<file path="src/hdl/ssp_params.svh">
// constants for the serial slave port and its master end
`ifndef SSP_PARAMS_SVH
`define SSP_PARAMS_SVH
`define SSP_CTRL_OFS 4'h0
`define SSP_DATA_OFS 4'h4
`define SSP_CFG_OFS 4'h8
`define SSP_RATE_OFS 4'hc
`define SSP_MST_CMD_OFS 4'h0
`define SSP_MST_STAT_OFS 4'h4
`define SSP_MST_CFG_OFS 4'h8
`define SSP_CTL_BYTE_DONE 7
`define SSP_CTL_WRITE_COLLISION_FLAG 6
`define SSP_CTL_MODE_FAULT_FLAG 5
`define SSP_CTL_RXOVR 4
`define SSP_CTL_SEL_HI 3
`define SSP_CTL_SEL_LO 2
`define SSP_CTL_MST_EN 1
`define SSP_CTL_PORT_EN 0
`define SSP_CFG_MULTI 6
`define SSP_CFG_PHASE 5
`define SSP_CFG_POL 4
`define SSP_CTRL_RESET 8'h04
`define SSP_CFG_RESET 8'h00
`define SSP_BITS 4'h8
`define SSP_SEL_LEAD_CLKS 2
`define SSP_MST_HALF_DIV 8'h08
`endif

</file>
<file path="src/hdl/ssp_pkg.sv">
// types used by the master end of the serial slave port
package ssp_pkg;
  typedef enum logic [1:0] {
    SSP_M_IDLE = 2'b00,
    SSP_M_LEAD = 2'b01,
    SSP_M_SHIFT = 2'b11,
    SSP_M_TAIL = 2'b10
  } ssp_mst_state_t;
endpackage

</file>
<file path="src/hdl/ssp_link_if.sv">
// link wires between the serial slave port and its master
`timescale 1ns/10ps
`default_nettype none
interface ssp_link_if;
  logic sck;
  logic mosi;
  logic miso;
  logic miso_oe;
  logic slave_select_n;
  modport slave (input sck, input mosi, input slave_select_n, output miso, output miso_oe);
  modport master (output sck, output mosi, output slave_select_n, input miso, input miso_oe);
endinterface
`default_nettype wire

</file>
<file path="src/hdl/ssp_slave.sv">
// serial slave port: device end with wishbone register file
//
// Summary of operation
// - enabled non-master port acts only as slave
// - eight sck cycles set done, load receive buffer
// - data read returns receive buffer
// - write buffers byte, loads empty shifter immediately
// - otherwise load after last edge of transfer
// - select mode 01 is four-wire default
// - four-wire: active only while select low
// - select falling edge clears bit counter
// - master lowers select two half periods (16 clocks) early
// - select mode 00 ignores select pin
// - three-wire counter reset only by re-enable
// - three-wire bus holds only this slave
// - flags are sticky, cleared only by software
// - byte done flag bit 7 every byte
// - write while buffer full sets collision, dropped
// - selected master sets fault, clears enables
// - overrun keeps old byte, drops new one
// - phase bit 5, polarity bit 4
// - master uses same phase and polarity
// - disable port before changing clock mode
// - rate register ignored in slave mode
// - master bit rate at most clock/10
//
// Added by the designer: the address map and the Wishbone register port.
`timescale 1ns/10ps
`default_nettype none
`include "ssp_params.svh"
module ssp_slave (
  // system
  input wire logic clk_i,
  input wire logic rst_i,
  // wishbone slave
  input wire logic cyc_i,
  input wire logic stb_i,
  input wire logic we_i,
  input wire logic [3:0] adr_i,
  input wire logic [3:0] sel_i,
  input wire logic [31:0] dat_i,
  output logic [31:0] dat_o,
  output logic ack_o,
  // link
  ssp_link_if.slave link
);
  import ssp_pkg::*;

  typedef struct packed {
    logic [2:0] sck_s;
    logic [2:0] mosi_s;
    logic [2:0] sel_s;
    logic [7:0] ctrl;
    logic [7:0] cfg;
    logic [7:0] rate;
    logic [7:0] shreg;
    logic [7:0] txbuf;
    logic tx_full;
    logic sh_loaded;
    logic [7:0] rxbuf;
    logic rx_full;
    logic [3:0] bitcnt;
    logic sample;
    logic miso;
    logic miso_oe;
    logic ack;
    logic [31:0] rdata;
  } ssp_slv_state_t;

  ssp_slv_state_t st_reg;
  ssp_slv_state_t st_next;

  logic sck_rise;
  logic sck_fall;
  logic lead_edge;
  logic trail_edge;
  logic sample_edge;
  logic shift_edge;
  logic sel_fall;
  logic four_wire;
  logic active;
  logic wr;
  logic rd;

  always_comb begin
    st_next = st_reg;
    // first stage only feeds second; edges compare stages two and three
    st_next.sck_s = {st_reg.sck_s[1:0], link.sck};
    st_next.mosi_s = {st_reg.mosi_s[1:0], link.mosi};
    st_next.sel_s = {st_reg.sel_s[1:0], link.slave_select_n};
    sck_rise = st_reg.sck_s[1] & ~st_reg.sck_s[2];
    sck_fall = ~st_reg.sck_s[1] & st_reg.sck_s[2];
    sel_fall = ~st_reg.sel_s[1] & st_reg.sel_s[2];
    // idle level given by polarity; leading edge leaves idle
    lead_edge = st_reg.cfg[`SSP_CFG_POL] ? sck_fall : sck_rise;
    trail_edge = st_reg.cfg[`SSP_CFG_POL] ? sck_rise : sck_fall;
    sample_edge = st_reg.cfg[`SSP_CFG_PHASE] ? trail_edge : lead_edge;
    shift_edge = st_reg.cfg[`SSP_CFG_PHASE] ? lead_edge : trail_edge;
    four_wire = ~st_reg.ctrl[`SSP_CTL_SEL_HI] & st_reg.ctrl[`SSP_CTL_SEL_LO];
    // mode 00 leaves select out entirely
    active = st_reg.ctrl[`SSP_CTL_PORT_EN] & ~st_reg.ctrl[`SSP_CTL_MST_EN]
      & (~four_wire | ~st_reg.sel_s[2]);
    // write lands on the edge where the master sees ack
    wr = cyc_i & stb_i & we_i & st_reg.ack & sel_i[0];
    rd = cyc_i & stb_i & ~we_i & ~st_reg.ack;

    st_next.ack = cyc_i & stb_i & ~st_reg.ack;
    st_next.rdata = 32'h0;
    st_next.miso_oe = four_wire ? active : st_reg.ctrl[`SSP_CTL_PORT_EN];

    if (~st_reg.ctrl[`SSP_CTL_PORT_EN]) begin
      st_next.bitcnt = 4'h0;
      st_next.sh_loaded = 1'b0;
    end else if (four_wire && sel_fall) begin
      st_next.bitcnt = 4'h0;
    end
    if (st_reg.ctrl[`SSP_CTL_MST_EN] && st_reg.cfg[`SSP_CFG_MULTI]
        && four_wire && ~st_reg.sel_s[2]) begin
      st_next.ctrl[`SSP_CTL_MODE_FAULT_FLAG] = 1'b1;
      st_next.ctrl[`SSP_CTL_MST_EN] = 1'b0;
      st_next.ctrl[`SSP_CTL_PORT_EN] = 1'b0;
    end

    // in phase 0 the first bit must be on miso before the first edge
    if (st_reg.cfg[`SSP_CFG_PHASE] == 1'b0 && st_reg.bitcnt == 4'h0) begin
      st_next.miso = st_reg.shreg[7];
    end
    if (active && sample_edge) begin
      st_next.sample = st_reg.mosi_s[2];
      st_next.bitcnt = st_reg.bitcnt + 4'h1;
      if (st_reg.cfg[`SSP_CFG_PHASE]) begin
        st_next.shreg = {st_reg.shreg[6:0], st_reg.mosi_s[2]};
      end
    end
    if (active && shift_edge && st_reg.bitcnt != 4'h0) begin
      if (st_reg.cfg[`SSP_CFG_PHASE] == 1'b0) begin
        st_next.shreg = {st_reg.shreg[6:0], st_reg.sample};
        st_next.miso = st_reg.shreg[6];
      end
    end else if (active && shift_edge && st_reg.cfg[`SSP_CFG_PHASE]) begin
      st_next.miso = st_reg.shreg[7];
    end
    if (active && shift_edge && st_reg.cfg[`SSP_CFG_PHASE] && st_reg.bitcnt != 4'h0) begin
      st_next.miso = st_reg.shreg[7];
    end

    // byte end: phase 1 one clock after last sample edge, phase 0 on the shift after it
    if (st_reg.bitcnt == `SSP_BITS
        && (st_reg.cfg[`SSP_CFG_PHASE] || (active && shift_edge))) begin
      st_next.bitcnt = 4'h0;
      st_next.sh_loaded = 1'b0;
      st_next.ctrl[`SSP_CTL_BYTE_DONE] = 1'b1;
      if (st_reg.rx_full) begin
        st_next.ctrl[`SSP_CTL_RXOVR] = 1'b1;
      end else begin
        st_next.rxbuf = st_reg.cfg[`SSP_CFG_PHASE] ? st_reg.shreg
          : {st_reg.shreg[6:0], st_reg.sample};
        st_next.rx_full = 1'b1;
      end
    end

    // transmit buffer moves over while no byte is in flight
    if (st_reg.tx_full && !st_next.sh_loaded && st_next.bitcnt == 4'h0) begin
      st_next.shreg = st_reg.txbuf;
      st_next.tx_full = 1'b0;
      st_next.sh_loaded = 1'b1;
      st_next.miso = st_reg.txbuf[7];
    end

    if (wr) begin
      case (adr_i)
        `SSP_CTRL_OFS: begin
          // flags are write-zero-to-clear; set in same cycle wins
          st_next.ctrl[3:0] = dat_i[3:0];
          st_next.ctrl[7:4] = st_next.ctrl[7:4] & (dat_i[7:4] | (st_next.ctrl[7:4]
            & ~st_reg.ctrl[7:4]));
        end
        `SSP_DATA_OFS: begin
          if (st_reg.tx_full) begin
            st_next.ctrl[`SSP_CTL_WRITE_COLLISION_FLAG] = 1'b1;
          end else begin
            st_next.txbuf = dat_i[7:0];
            st_next.tx_full = 1'b1;
          end
        end
        `SSP_CFG_OFS: st_next.cfg = dat_i[7:0];
        `SSP_RATE_OFS: st_next.rate = dat_i[7:0];
        default: st_next.rate = st_reg.rate;
      endcase
    end
    if (rd) begin
      case (adr_i)
        `SSP_CTRL_OFS: st_next.rdata = {24'h0, st_reg.ctrl};
        `SSP_DATA_OFS: begin
          st_next.rdata = {24'h0, st_reg.rxbuf};
          st_next.rx_full = st_next.rx_full & ~st_reg.rx_full;
        end
        `SSP_CFG_OFS: st_next.rdata = {24'h0, st_reg.cfg};
        `SSP_RATE_OFS: st_next.rdata = {24'h0, st_reg.rate};
        default: st_next.rdata = 32'h0;
      endcase
    end
  end

  always_ff @(posedge clk_i) begin
    if (rst_i) begin
      st_reg <= '0;
      st_reg.sck_s <= 3'h0;
      st_reg.sel_s <= 3'h7;
      st_reg.ctrl <= `SSP_CTRL_RESET;
      st_reg.cfg <= `SSP_CFG_RESET;
    end else begin
      st_reg <= st_next;
    end
  end

  assign dat_o = st_reg.rdata;
  assign ack_o = st_reg.ack;
  assign link.miso = st_reg.miso;
  assign link.miso_oe = st_reg.miso_oe;
endmodule
`default_nettype wire

</file>
<file path="src/flat_wrapper.sv">
// flat-port wrapper written by rule: the top's interface ports become plain ports
module ssp_slave_flat import ssp_pkg::*;
  (clk_i, rst_i, cyc_i, stb_i, we_i, adr_i, sel_i, dat_i, dat_o, ack_o, link_sck, link_mosi, link_slave_select_n, link_miso, link_miso_oe);
  ssp_link_if link_i ();
  input wire logic clk_i;
  input wire logic rst_i;
  input wire logic cyc_i;
  input wire logic stb_i;
  input wire logic we_i;
  input wire logic [3:0] adr_i;
  input wire logic [3:0] sel_i;
  input wire logic [31:0] dat_i;
  output logic [31:0] dat_o;
  output logic ack_o;
  input wire logic [$bits(link_i.sck)-1:0] link_sck;
  input wire logic [$bits(link_i.mosi)-1:0] link_mosi;
  input wire logic [$bits(link_i.slave_select_n)-1:0] link_slave_select_n;
  output wire logic [$bits(link_i.miso)-1:0] link_miso;
  output wire logic [$bits(link_i.miso_oe)-1:0] link_miso_oe;
  assign link_i.sck = link_sck;
  assign link_i.mosi = link_mosi;
  assign link_i.slave_select_n = link_slave_select_n;
  assign link_miso = link_i.miso;
  assign link_miso_oe = link_i.miso_oe;
  ssp_slave u_core (.clk_i(clk_i), .rst_i(rst_i), .cyc_i(cyc_i), .stb_i(stb_i), .we_i(we_i), .adr_i(adr_i), .sel_i(sel_i), .dat_i(dat_i), .dat_o(dat_o), .ack_o(ack_o), .link(link_i));
endmodule
</file>
<file path="config.mk">
export PLATFORM = sky130hd
export DESIGN_NAME = ssp_slave_flat
export DESIGN_NICKNAME = d
export VERILOG_FILES = /design/src/hdl/ssp_pkg.sv /design/src/hdl/ssp_link_if.sv /design/src/hdl/ssp_slave.sv /design/src/flat_wrapper.sv
export VERILOG_INCLUDE_DIRS = /design/src /design/src/hdl
export SDC_FILE = /design/constraint.sdc
export NUM_CORES = 1
export LEC_CHECK = 0
export ABC_AREA = 1
export BUFFER_PORTS_ARGS = -buffer_cell sky130_fd_sc_hd__buf_2
export CORE_ASPECT_RATIO = 1.75
export CORE_UTILIZATION = 58
export CTS_CLUSTER_SIZE = 20
export DETAILED_ROUTE_END_ITERATION = 16
export PLACE_DENSITY_LB_ADDON = 0.15
export SYNTH_ARGS = -nofsm -noshare
export SYNTH_HDL_FRONTEND = slang
export SYNTH_SLANG_ARGS = --single-unit
</file>
<file path="constraint.sdc">
create_clock -name clk_i -period 3.3 [get_ports clk_i]
set_input_delay 0.165 -clock clk_i [delete_from_list [all_inputs] [get_ports clk_i]]
set_output_delay 0.165 -clock clk_i [all_outputs]
set_load 0.1 [all_outputs]
</file>
# After elaboration in Yosys (flattened, before gate mapping)
# Index checks and enable logic that the tools add are counted.
# word_totals
reg_bits	100
# classes
muxes	42
add_sub_neg	1
n_reduce_logical	27
n_eq_ne	5
bitwise	32
# op_table
operator	count
8-bit two-way mux	8
8-bit case mux with 4 select lines	1
24-bit two-way mux	1
1-bit two-way mux	23
1-bit bitwise AND	14
14-bit two-way mux	1
1-bit logical AND	13
1-bit inverter	13
4-bit == test (second input constant)	3
4-bit zero test	3
9-bit two-way mux	1
4-bit bitwise AND	2
4-bit two-way mux	2
2-bit AND reduction	4
6-bit two-way mux	1
3-bit AND reduction	2
5-bit two-way mux	1
4-bit by 1-bit adder with 4-bit output (second input constant)	1
4-bit by 3-bit == test with 1-bit output (second input constant)	1
2-bit two-way mux	2
4-bit inverter	1
4-bit OR	1
4-bit nonzero test	1
2-bit by 1-bit != test with 1-bit output (second input constant)	1
other kinds (6)	6

# Logic depth before layout (Yosys ltp)
# Gate-level depths: netlist of run 1.
# depth
word_depth	16
depth_mapped	14
mapped_depth_nobuf	14

# Worst setup path after synthesis of run 1
# No wires, ideal clock.
# synth_path
path_kind	flip-flop to flip-flop
start	reg u_core.st_reg (netlist bit u_core.ack_o)
end	reg u_core.st_reg[71] in the netlist's numbering
path_stages_with_launch	6
setup_ns	0.121
path_buffers	0
arrival_ns	2.090
setup_slack_ns	1.089
cell_sequence	dfxtp_1 nand3_1 nor2_1 inv_1 o21ai_0 a21oi_1
# synth_via
elab_chain_len	3
# synth_lines
item	line_no	rtl
from (decl)	ssp_slave.sv:70	ssp_slv_state_t st_reg;
from (signal assigned)	ssp_slave.sv:213	st_reg <= st_next;
1-bit bitwise AND (2 in a row)	ssp_slave.sv:104	wr = cyc_i & stb_i & we_i & st_reg.ack & sel_i[0];
2-bit AND reduction (no source line)	-	
# No other way between the ends.
# A chain may end at the register's enable or synchronous reset.

# Worst setup path in the final report of run 1
# layout_path
start	reg u_core.st_reg[80] in the netlist's numbering
end	reg u_core.st_reg[64] in the netlist's numbering
# layout_via
elab_chain_len	9
elab_cells_between_ends	18
classes_between	mux (9); reduce/logical (9)
# layout_lines
item	line_no	rtl
1-bit two-way mux	ssp_slave.sv:98	shift_edge = st_reg.cfg[`SSP_CFG_PHASE] ? lead_edge : trail_edge;
1-bit logical AND	ssp_slave.sv:135, ssp_slave.sv:149	
1-bit logical OR	ssp_slave.sv:149	&& (st_reg.cfg[`SSP_CFG_PHASE] || (active && shift_edge))) begin
1-bit logical AND	ssp_slave.sv:148	if (st_reg.bitcnt == `SSP_BITS
14-bit two-way mux	ssp_slave.sv:148	
1-bit zero test	ssp_slave.sv:163	if (st_reg.tx_full && !st_next.sh_loaded && st_next.bitcnt == 4'h0) begin
1-bit logical AND (2 in a row)	ssp_slave.sv:163	
8-bit two-way mux *	ssp_slave.sv:163	
# Every way passes the cells marked *; elsewhere a longest branch is shown, timed or not.

==> results of run 1 <==
## stage by stage
step | util (%) | instance area [sq um]
after global routing | 63.9 | 3950
after global placement | 60.8 | 3760
after detailed placement | 60.8 | 3760
final | 63.9 | 3950
after CTS | 63.9 | 3950
after floorplan | - | 3790
## worst max-delay path, cell delays in order, from the launching register on
cell     delay [ns]
dfxtp_1        0.30
buf_4          0.21
inv_1          0.19
nand3_2        0.16
nand3_2        0.15
nand2_1        0.08
nand3_2        0.10
nand2_1        0.09
nor2_2         0.13
nand2_4        0.10
nor2_1         0.20
nor2_2         0.07
## metal layers
layer  share of wire (%)  vias to the layer above
met5                   0                        -
met4                 5.2                        0
met3                 4.3                       30
met2                  52                       98
met1                  38                     1502
li1                    -                     1632
## layout make-up
class	instances	area (sq um)	area share [%]
multi-input combinational	349	1740	44.0
sequential	76	1520	38.5
inverter	59	226	5.73
timing repair buffer	36	200	5.07
clock buffer	14	153	3.86
tap	80	100	2.53
clock inverter	2	10.0	0.253
## cells in the mapped netlist, types with 2 or more instances
| library cell | n |
|---|---|
| a21oi_1 | 33 |
| a221oi_1 | 7 |
| a31oi_1 | 2 |
| buf_2 | 2 |
| buf_4 | 33 |
| clkbuf_1 | 8 |
| clkinv_1 | 3 |
| dfxtp_1 | 76 |
| ha_1 | 2 |
| inv_1 | 51 |
| inv_2 | 4 |
| nand2_1 | 92 |
| nand2_2 | 3 |
| nand2_4 | 4 |
| nand3_1 | 28 |
| nand3_2 | 9 |
| nand4_1 | 2 |
| nor2_1 | 65 |
| nor2_2 | 3 |
| nor2_4 | 5 |
| nor3_1 | 3 |
| o211ai_1 | 2 |
| o21ai_0 | 46 |
| o21ai_1 | 2 |
| or2_2 | 4 |
## power breakdown
part           total, uW  switching (uW)  internal (uW)
clock network        614             322            292
registers            924            2.55            922
logic                183             163           20.6
## worst paths after layout
kind                      start            endpoint  slack, ns  cells past startpoint
max           u_core.st_reg[80]   u_core.st_reg[64]       1.40                     11
max reg2reg   u_core.st_reg[80]   u_core.st_reg[64]       1.40                     11
min reg2reg  u_core.st_next[98]  u_core.st_next[99]       0.40                      2
min                    dat_i[2]   u_core.st_reg[85]       0.09                      3
## logic make-up after synthesis
logic type	after synthesis	share of synthesized area, %
fa+ha+maj	2	0.676
flops	76	41.1
other cells	1	0.101
simple gates	221	28.2
compound gates	100	15.3
xor+xnor	2	0.473
buf+inv	103	14.2
==> summary.md, run 1 <==
| Metric | Value |
|---|---|
| Drt wl/cell | about 14 um |
| Largest net degree at the start of global routing | 33 |
| Final TNS setup | 0 ns |
| Most frequent cells in the layout | nand2_1 (92), dfxtp_1 (76), nor2_1 (65) |
| Top cell type's share of synthesized area | 41.1% |
| Slew margin rel. | between 50% and 60% |
| Number of flip-flops under the largest register name | 59 |
| Post-synth EDFFs | 0 |
| CTS-repair resized insts | 0 |
| Worst-path maximum fanout | 28 |
| CTS max path bufs | 2 |
| Final setup margin | between 1 and 1.5 ns |
| Gr ovfl total | 0 |
| Ant diodes | 0 |
| Die width | between 60 and 70 um |
| Clk root buf | clkbuf_8 |
| Antenna violations before repair | 0 |
| Area leader, netlist | dfxtp_1 |
| Final-report hold violation count | 0 |
| Synth Cell Area | 3700 sq um |
| Clk slew on worst S/H paths | approximately 0.070 ns |
| WS Path Type | flop to flop |
| Flops & latches, synth | 76 |
| Worst skew pair latency | 0.36 ns |
| Largest cells by area after synthesis | dfxtp_1 (41%), nand2_1 (9.3%), buf_4 (6.7%) |
| Die area | between 6000 and 7000 sq um |
| Commonest non-fill, non-tap cell in the layout | nand2_1 |
| Required time of the critical path | approximately 3.6 ns |
| Number of CTS-inserted buffers | 9 |
| Max Clock Skew | slightly above 0.006 ns |
| Layout cell share with drive strength beyond 1 | between 10% and 20% |
| Top Ports | 83 |
| Avg Cell Area, Syn | roughly 7.3 sq um |
| Iteration-0 DRC Markers | 250 |
| Syn-to-layout area delta | 6.76% |
| Most used DFF post-synth | dfxtp_1 |
| Final worst path period share | about 58% |
| Seq/Total Area, Yosys | 41.1% |
| RSZ-0062 raised after global routing | no |
| H-Tree Depth | 3 |
| Area of the core | 6180 sq um |
| FMAX | around 530 MHz |
| Number of vias per cell | 5.30 |
| Most Crowded Layer GR | met2 |
| Gr usage total | 27.3% |
| Leakage | ~0.0017 uW |
| Tot Pwr | around 1700 uW |
| I/O Buffers | 31 |
| Async set-reset flop share out of synthesis | 0% |
| Pre-CTS WS | between 1 and 1.5 ns |
| CP startpoint kind | flop |
| Hold Buf Count CTS | 3 |
| Met3 GRT Util | under 10% |
| Post-CTS Setup Repair Bufs | 0 |
| Ys Warns | 0 |
| Non-filler instance count after layout | between 600 and 700 |
| Hold Path Class | input port to flop |
| Final Max Tran Viols | 0 |
| Nets | ~580 |
| Worst Setup End Kind | flop |
| Die Y | roughly 110 um |
| Fill cells | between 600 and 700 |
| Max-cap viol count | 0 |
| Detailed-route via count | ~3300 |
| # DRC | 0 |
| Met2 Use GR | 49.5% |
| Met1 GRT Util | a little over a quarter |
| Pwr per Cell Area | about 440 nW/um^2 |
| Vias in the first global route | roughly 3100 |
| Outcome | finished, final reports clean |
| Cells after synthesis | between 500 and 600 |
| Post-DP HPWL | around 6.3 mm |
| Minimum clock period | between 1.5 and 2 ns |
| Rows | 38 |
| GP Congestion | 0.878 |
| Placed insts | 597 |
| Starting Density | around three fifths |
| CTS tree | built |
| WHS | around 0.094 ns |
| Final setup fails | 0 |
| Final wirelength | about 8.4 mm |
| Worst-Margin Slew | 0.707 ns |
| Worst Path Arrival | around 2.2 ns |
| TritonRoute pass-1 iters | 4 |
| Clk sink count | 76 |
| Worst VDD drop | about 0.0003 V |
| Synth cell types | 41 |
| Global-route wire length before repair | roughly 14 mm |
| Routed Antenna Nets | 0 |
No activity file was read; power rests on OpenSTA's default activity.
==> run 2: changes to the inputs <==
--- a/config.mk
+++ b/config.mk
@@ -9,7 +9,7 @@
 export ABC_AREA = 1
 export BUFFER_PORTS_ARGS = -buffer_cell sky130_fd_sc_hd__buf_2
 export CORE_ASPECT_RATIO = 1.75
-export CORE_UTILIZATION = 58
+export CORE_UTILIZATION = 49
 export CTS_CLUSTER_SIZE = 20
 export DETAILED_ROUTE_END_ITERATION = 16
 export PLACE_DENSITY_LB_ADDON = 0.15
==> constraint.sdc (replaced) <==
create_clock -name clk_i -period 1.68 [get_ports clk_i]
set_input_delay 0.084 -clock clk_i [delete_from_list [all_inputs] [get_ports clk_i]]
set_output_delay 0.084 -clock clk_i [all_outputs]
set_load 0.1 [all_outputs]
==> summary.md, run 2 (same netlist as run 1, synthesis figures left out) <==
| Metric | Value |
|---|---|
| Outcome | finished, final reports clean |
| Area of the core | 7230 sq um |
| Vias in the first global route | just over 3000 |
| R2R depth | 12 |
| Ant diodes | 0 |
| Final wirelength | 9.20 mm |
| Iteration-0 DRC Markers | roughly 180 |
| Pre-CTS WS | -0.0915 ns |
| Number of vias per cell | roughly 5 |
| Clk sink count | 76 |
| Final TNS setup | 0 ns |
| Worst Setup End Kind | flop |
| Antenna violations before repair | 0 |
| Worst skew pair latency | ~0.33 ns |
| R2r setup slk | between 0.005 and 0.006 ns |
| Final Max Tran Viols | 0 |
| # DRC | 0 |
| Final setup fails | 0 |
| CP startpoint kind | flop |
| CTS tree | built |
| Global-route wire length before repair | 14.1 mm |
| FMAX | about 600 MHz |
| Final setup margin | about 0.0054 ns |
| Gr usage total | between 20% and 30% |
| Syn-to-layout area delta | 22.9% |
| Pwr per Cell Area | a little under 900 nW/um^2 |
| H-Tree Depth | 3 |
| Most frequent cells in the layout | nand2_1 (82), dfxtp_1 (67), nor2_1 (59) |
| Commonest non-fill, non-tap cell in the layout | nand2_1 |
| Max Clock Skew | between 0.004 and 0.005 ns |
| Slowest CP cell | dfxtp_4 |
| Worst-path maximum fanout | 7 |
| Fill cells | 670 |
| Required time of the critical path | 1.91 ns |
| Cells on Worst Hold Path | 3 |
| Layout cell share with drive strength beyond 1 | a little over a quarter |
| RSZ-0062 raised after global routing | yes |
| Routed Antenna Nets | 0 |
| WS Path Type | flop to flop |
| GP Congestion | 0.912 |
| Crit path cell chain | inv_4 > nand2_2 > nand2_2 > nand2_2 > o21bai_4 > nand2_4 > nand3_4 > nand3_4 > nor2_4 > nand2_1 > nand2_1 > nor2_1 |
| Leakage | roughly 0.0019 uW |
| Die Y | 117 um |
| Final worst path period share | between 90% and 100% |
| Minimum clock period | between 1.5 and 2 ns |
| Worst VDD drop | between 0.0007 and 0.0008 V |
| Number of CTS-inserted buffers | 9 |
| Worst-Margin Slew | 0.508 ns |
| Largest net degree at the start of global routing | 31 |
| Clk slew on worst S/H paths | around 0.060 ns |
| Drt wl/cell | approximately 14 um |
| Nets | about 600 |
| CTS max path bufs | 2 |
| Cell mode on critical path | nand2_2 |
| Clk root buf | clkbuf_16 |
| I/O Buffers | 31 |
| Die area | 7920 sq um |
| Die width | slightly below 70 um |
| Slew margin rel. | 65.8% |
| Starting Density | between 50% and 60% |
| Final-report hold violation count | 0 |
| TritonRoute pass-1 iters | 4 |
| Hold Path Class | input port to flop |
| Detailed-route via count | 3338 |
| Top Ports | 83 |
| Gr ovfl total | 0 |
| Worst Path Arrival | roughly 1.9 ns |
| Tot Pwr | 3980 uW |
| Post-DP HPWL | 6.65 mm |
| Final Util | between 60 and 70% |
| Max-cap viol count | 0 |
| Crit-path max cell delay | 0.37 ns |
| Number of flip-flops under the largest register name | just under 60 |
| WHS | roughly 0.043 ns |
| Rows | ~40 |
run 2: where the power goes:
group / switching [uW] / internal, uW / leakage [uW]
logic: 323 / 50.8 / 0.00118
registers: 6.84 / 1810 / 0.000618
clock network: 709 / 1080 / 0.000137
total: 1040 / 2940 / 0.00194
run 2: path summary, 6_finish.rpt:
check,startpoint,to
max,u_core.st_next[99],u_core.st_reg[63]
min,stb_i,u_core.ack_o
max reg2reg,u_core.st_next[99],u_core.st_reg[63]
min reg2reg,u_core.st_next[98],u_core.st_next[99]
run 2: layout make-up:
class                   count  area, sq um  share of cell area [%]
multi-input cells         350         1920                    42.3
flip-flops and latches     76         1540                    33.9
clock inverters             2         10.0                   0.220
repair buffers             71          469                    10.3
well taps                  86          108                    2.37
clock buffers              14          264                    5.80
inverters                  59          235                    5.17
run 2: stage by stage:
stage               std cells  instance area (sq um)
floorplan                 528                   3790
global placement          630                   3970
detailed placement        630                   3970
CTS                       652                   4350
global route              658                   4550
finish                    658                   4550
run 2: critical path, delay by kind of cell (launching register included):
kind	cells	cell delay, ns
compound gates	1	0.16
flops	1	0.37
buf+inv	1	0.07
simple gates	10	0.97
run 2: repair_timing:
item	CTS	global route
pin swaps	3	21
resized for setup	17	40
endpoints found under the hold margin	4	0
cloned	1	0
hold buffers	4	0
endpoints found under the setup margin	10	20
setup buffers	1	6
run 2: metal layers:
metal | GRT usage (%) | wire [um] | up-vias
li1 | - | - | 1710
met1 | 25.2 | 3600 | 1539
met2 | 43.9 | 4920 | 67
met3 | 3.68 | 243 | 22
met4 | 18.4 | 436 | 0
met5 | 0 | 0 | -
==> run 3: changes to the inputs <==
--- a/config.mk
+++ b/config.mk
@@ -7,12 +7,13 @@
 export NUM_CORES = 1
 export LEC_CHECK = 0
 export ABC_AREA = 1
-export BUFFER_PORTS_ARGS = -buffer_cell sky130_fd_sc_hd__buf_2
+export BUFFER_PORTS_ARGS = -buffer_cell sky130_fd_sc_hd__buf_4
 export CORE_ASPECT_RATIO = 1.75
 export CORE_UTILIZATION = 49
 export CTS_CLUSTER_SIZE = 20
 export DETAILED_ROUTE_END_ITERATION = 16
 export PLACE_DENSITY_LB_ADDON = 0.15
+export SETUP_SLACK_MARGIN = 0.05
 export SYNTH_ARGS = -nofsm -noshare
 export SYNTH_HDL_FRONTEND = slang
 export SYNTH_SLANG_ARGS = --single-unit
==> summary.md, run 3 (same netlist as run 1, synthesis figures left out) <==
| Metric | Value |
|---|---|
| CTS max path bufs | 2 |
| Pwr per Cell Area | slightly below 900 nW/um^2 |
| CTS tree | built |
| Hold Path Class | input port to flop |
| Most frequent cells in the layout | nand2_1 (82), dfxtp_1 (66), buf_4 (65) |
| Final Util | 65.3% |
| Detailed-route via count | roughly 3400 |
| Clock Power Share | between 40% and 50% |
| Minimum clock period | between 1.5 and 2 ns |
| Layout cell share with drive strength beyond 1 | between 20% and 30% |
| TritonRoute pass-1 iters | 4 |
| Final setup fails | 2 |
| Gr usage total | 26.3% |
| Final wirelength | between 9 and 10 mm |
| Starting Density | around half |
| Drt wl/cell | roughly 15 um |
| Internal | approximately 3000 uW |
| H-Tree Depth | 3 |
| Worst Path Arrival | 1.93 ns |
| Fin area | between 4000 and 5000 sq um |
| # DRC | 0 |
| Worst Setup End Kind | flop |
| Antenna violations before repair | 0 |
| RSZ-0062 raised after global routing | yes |
| Largest net degree at the start of global routing | 33 |
| Slowest CP cell | dfxtp_4 |
| Clk slew on worst S/H paths | roughly 0.060 ns |
| Routed Antenna Nets | 0 |
| Final Max Tran Viols | 0 |
| Global-route wire length before repair | about 15 mm |
| Max-cap viol count | 0 |
| Die Y | 117 um |
| Logic gate share of total power | roughly a tenth |
| Required time of the critical path | 1.91 ns |
| Outcome | complete, but fails checks |
| Top Ports | between 80 and 90 |
| Post-DP HPWL | 6.77 mm |
| Worst skew pair latency | 0.34 ns |
| Number of vias per cell | just over 5 |
| Rows | between 40 and 50 |
| FMAX | ~590 MHz |
| Max Clock Skew | 0.00534 ns |
| Die area | 7920 sq um |
| Nets | 620 |
| Number of CTS-inserted buffers | 9 |
| GP Congestion | about 0.9 |
| Iteration-0 DRC Markers | ~230 |
| Commonest non-fill, non-tap cell in the layout | nand2_1 |
| Ant diodes | 0 |
| Crit path cell chain | inv_2 > nand3_2 > nand3_2 > nand2_4 > nor2_4 > nand2_2 > o21ai_2 > buf_4 > nand2_1 > nand2_1 > nand2_2 > nand2_2 > nor2_2 |
| Sw power | about 1100 uW |
| Clk sink count | between 70 and 80 |
| I/O Buffers | 31 |
| Worst-path maximum fanout | 11 |
| Final-report hold violation count | 0 |
| Post-detailed-placement cell area | slightly above 4000 sq um |
| Final setup margin | -0.0115 ns |
| Sw frac | about a quarter |
| Number of flip-flops under the largest register name | 59 |
| Sequential power share | roughly 44% |
| Cell mode on critical path | nand2_2 |
| Worst VDD drop | about 0.00083 V |
| Area of the core | about 7200 sq um |
| Crit-path max cell delay | between 0.3 and 0.4 ns |
| Clk root buf | clkbuf_16 |
| WS Path Type | flop to flop |
| CP startpoint kind | flop |
| Gr ovfl total | 0 |
| Die width | 67.7 um |
| Final worst path period share | 101% |
| Failing checks | setup timing |
| Vias in the first global route | ~3100 |
| Syn-to-layout area delta | 27.7% |
| Leakage | approximately 0.0020 uW |
| Pre-CTS WS | -0.107 ns |
run 3: metrics by stage:
stage	hold WS [ns]	setup TNS (ns)	instances	total power (uW)
4_1_cts	0.00632	0	658	4140
2_1_floorplan	0.163	0	528	2200
5_1_grt	0.0272	-1.15	661	4240
6_report	0.0177	-0.0183	661	4110
3_3_place_gp	0.275	-0.0322	635	2230
3_5_place_dp	0.279	-0.415	635	2230
run 3: metal layers:
layer / GRT usage, % / vias to the layer above / share of wire, %
li1: - / 1717 / -
met1: 26.6 / 1576 / 38
met2: 46.8 / 81 / 54
met3: 5.23 / 28 / 3.1
met4: 18.0 / 0 / 5.1
met5: 0 / - / 0
run 3: layout make-up:
type,instances,area (sq um)
fill,641,2510
multi-input combinational,350,1950
sequential,76,1540
timing repair buffer,74,603
inverter,59,234
clock buffer,10,229
tap,86,108
clock inverter,6,63.8
run 3: worst paths after layout:
check	cells after the start	slack, ns	start	endpoint
setup / recovery	13	-0.01	u_core.st_reg[79]	u_core.st_reg[64]
hold / removal	3	0.02	dat_i[2]	u_core.st_reg[85]
setup reg to reg	13	-0.01	u_core.st_reg[79]	u_core.st_reg[64]
hold reg to reg	2	0.40	u_core.st_next[98]	u_core.st_next[99]
run 3: critical path, delay by kind of cell (launching register included):
family                 cells  cell delay (ns)
flip-flops                 1             0.36
buffers and inverters      2             0.26
AO/OA/AOI/OAI              1             0.11
AND/OR/NAND/NOR           10             0.84
run 3: power groups by stage:
stage | sequential, uW | clock (uW) | combinational [uW]
after global placement | 1860 | 0 | 373
after floorplan | 1860 | 0 | 338
final | 1820 | 1910 | 390
after global routing | 1820 | 2010 | 410
after CTS | 1820 | 1930 | 384
after detailed placement | 1860 | 0 | 374
run 3: repair_timing:
action,CTS,global route
resized for setup,43,21
endpoints found under the hold margin,3,0
endpoints found under the setup margin,10,22
pin swaps,19,23
setup buffers,3,3
hold buffers,3,0
cloned,1,0
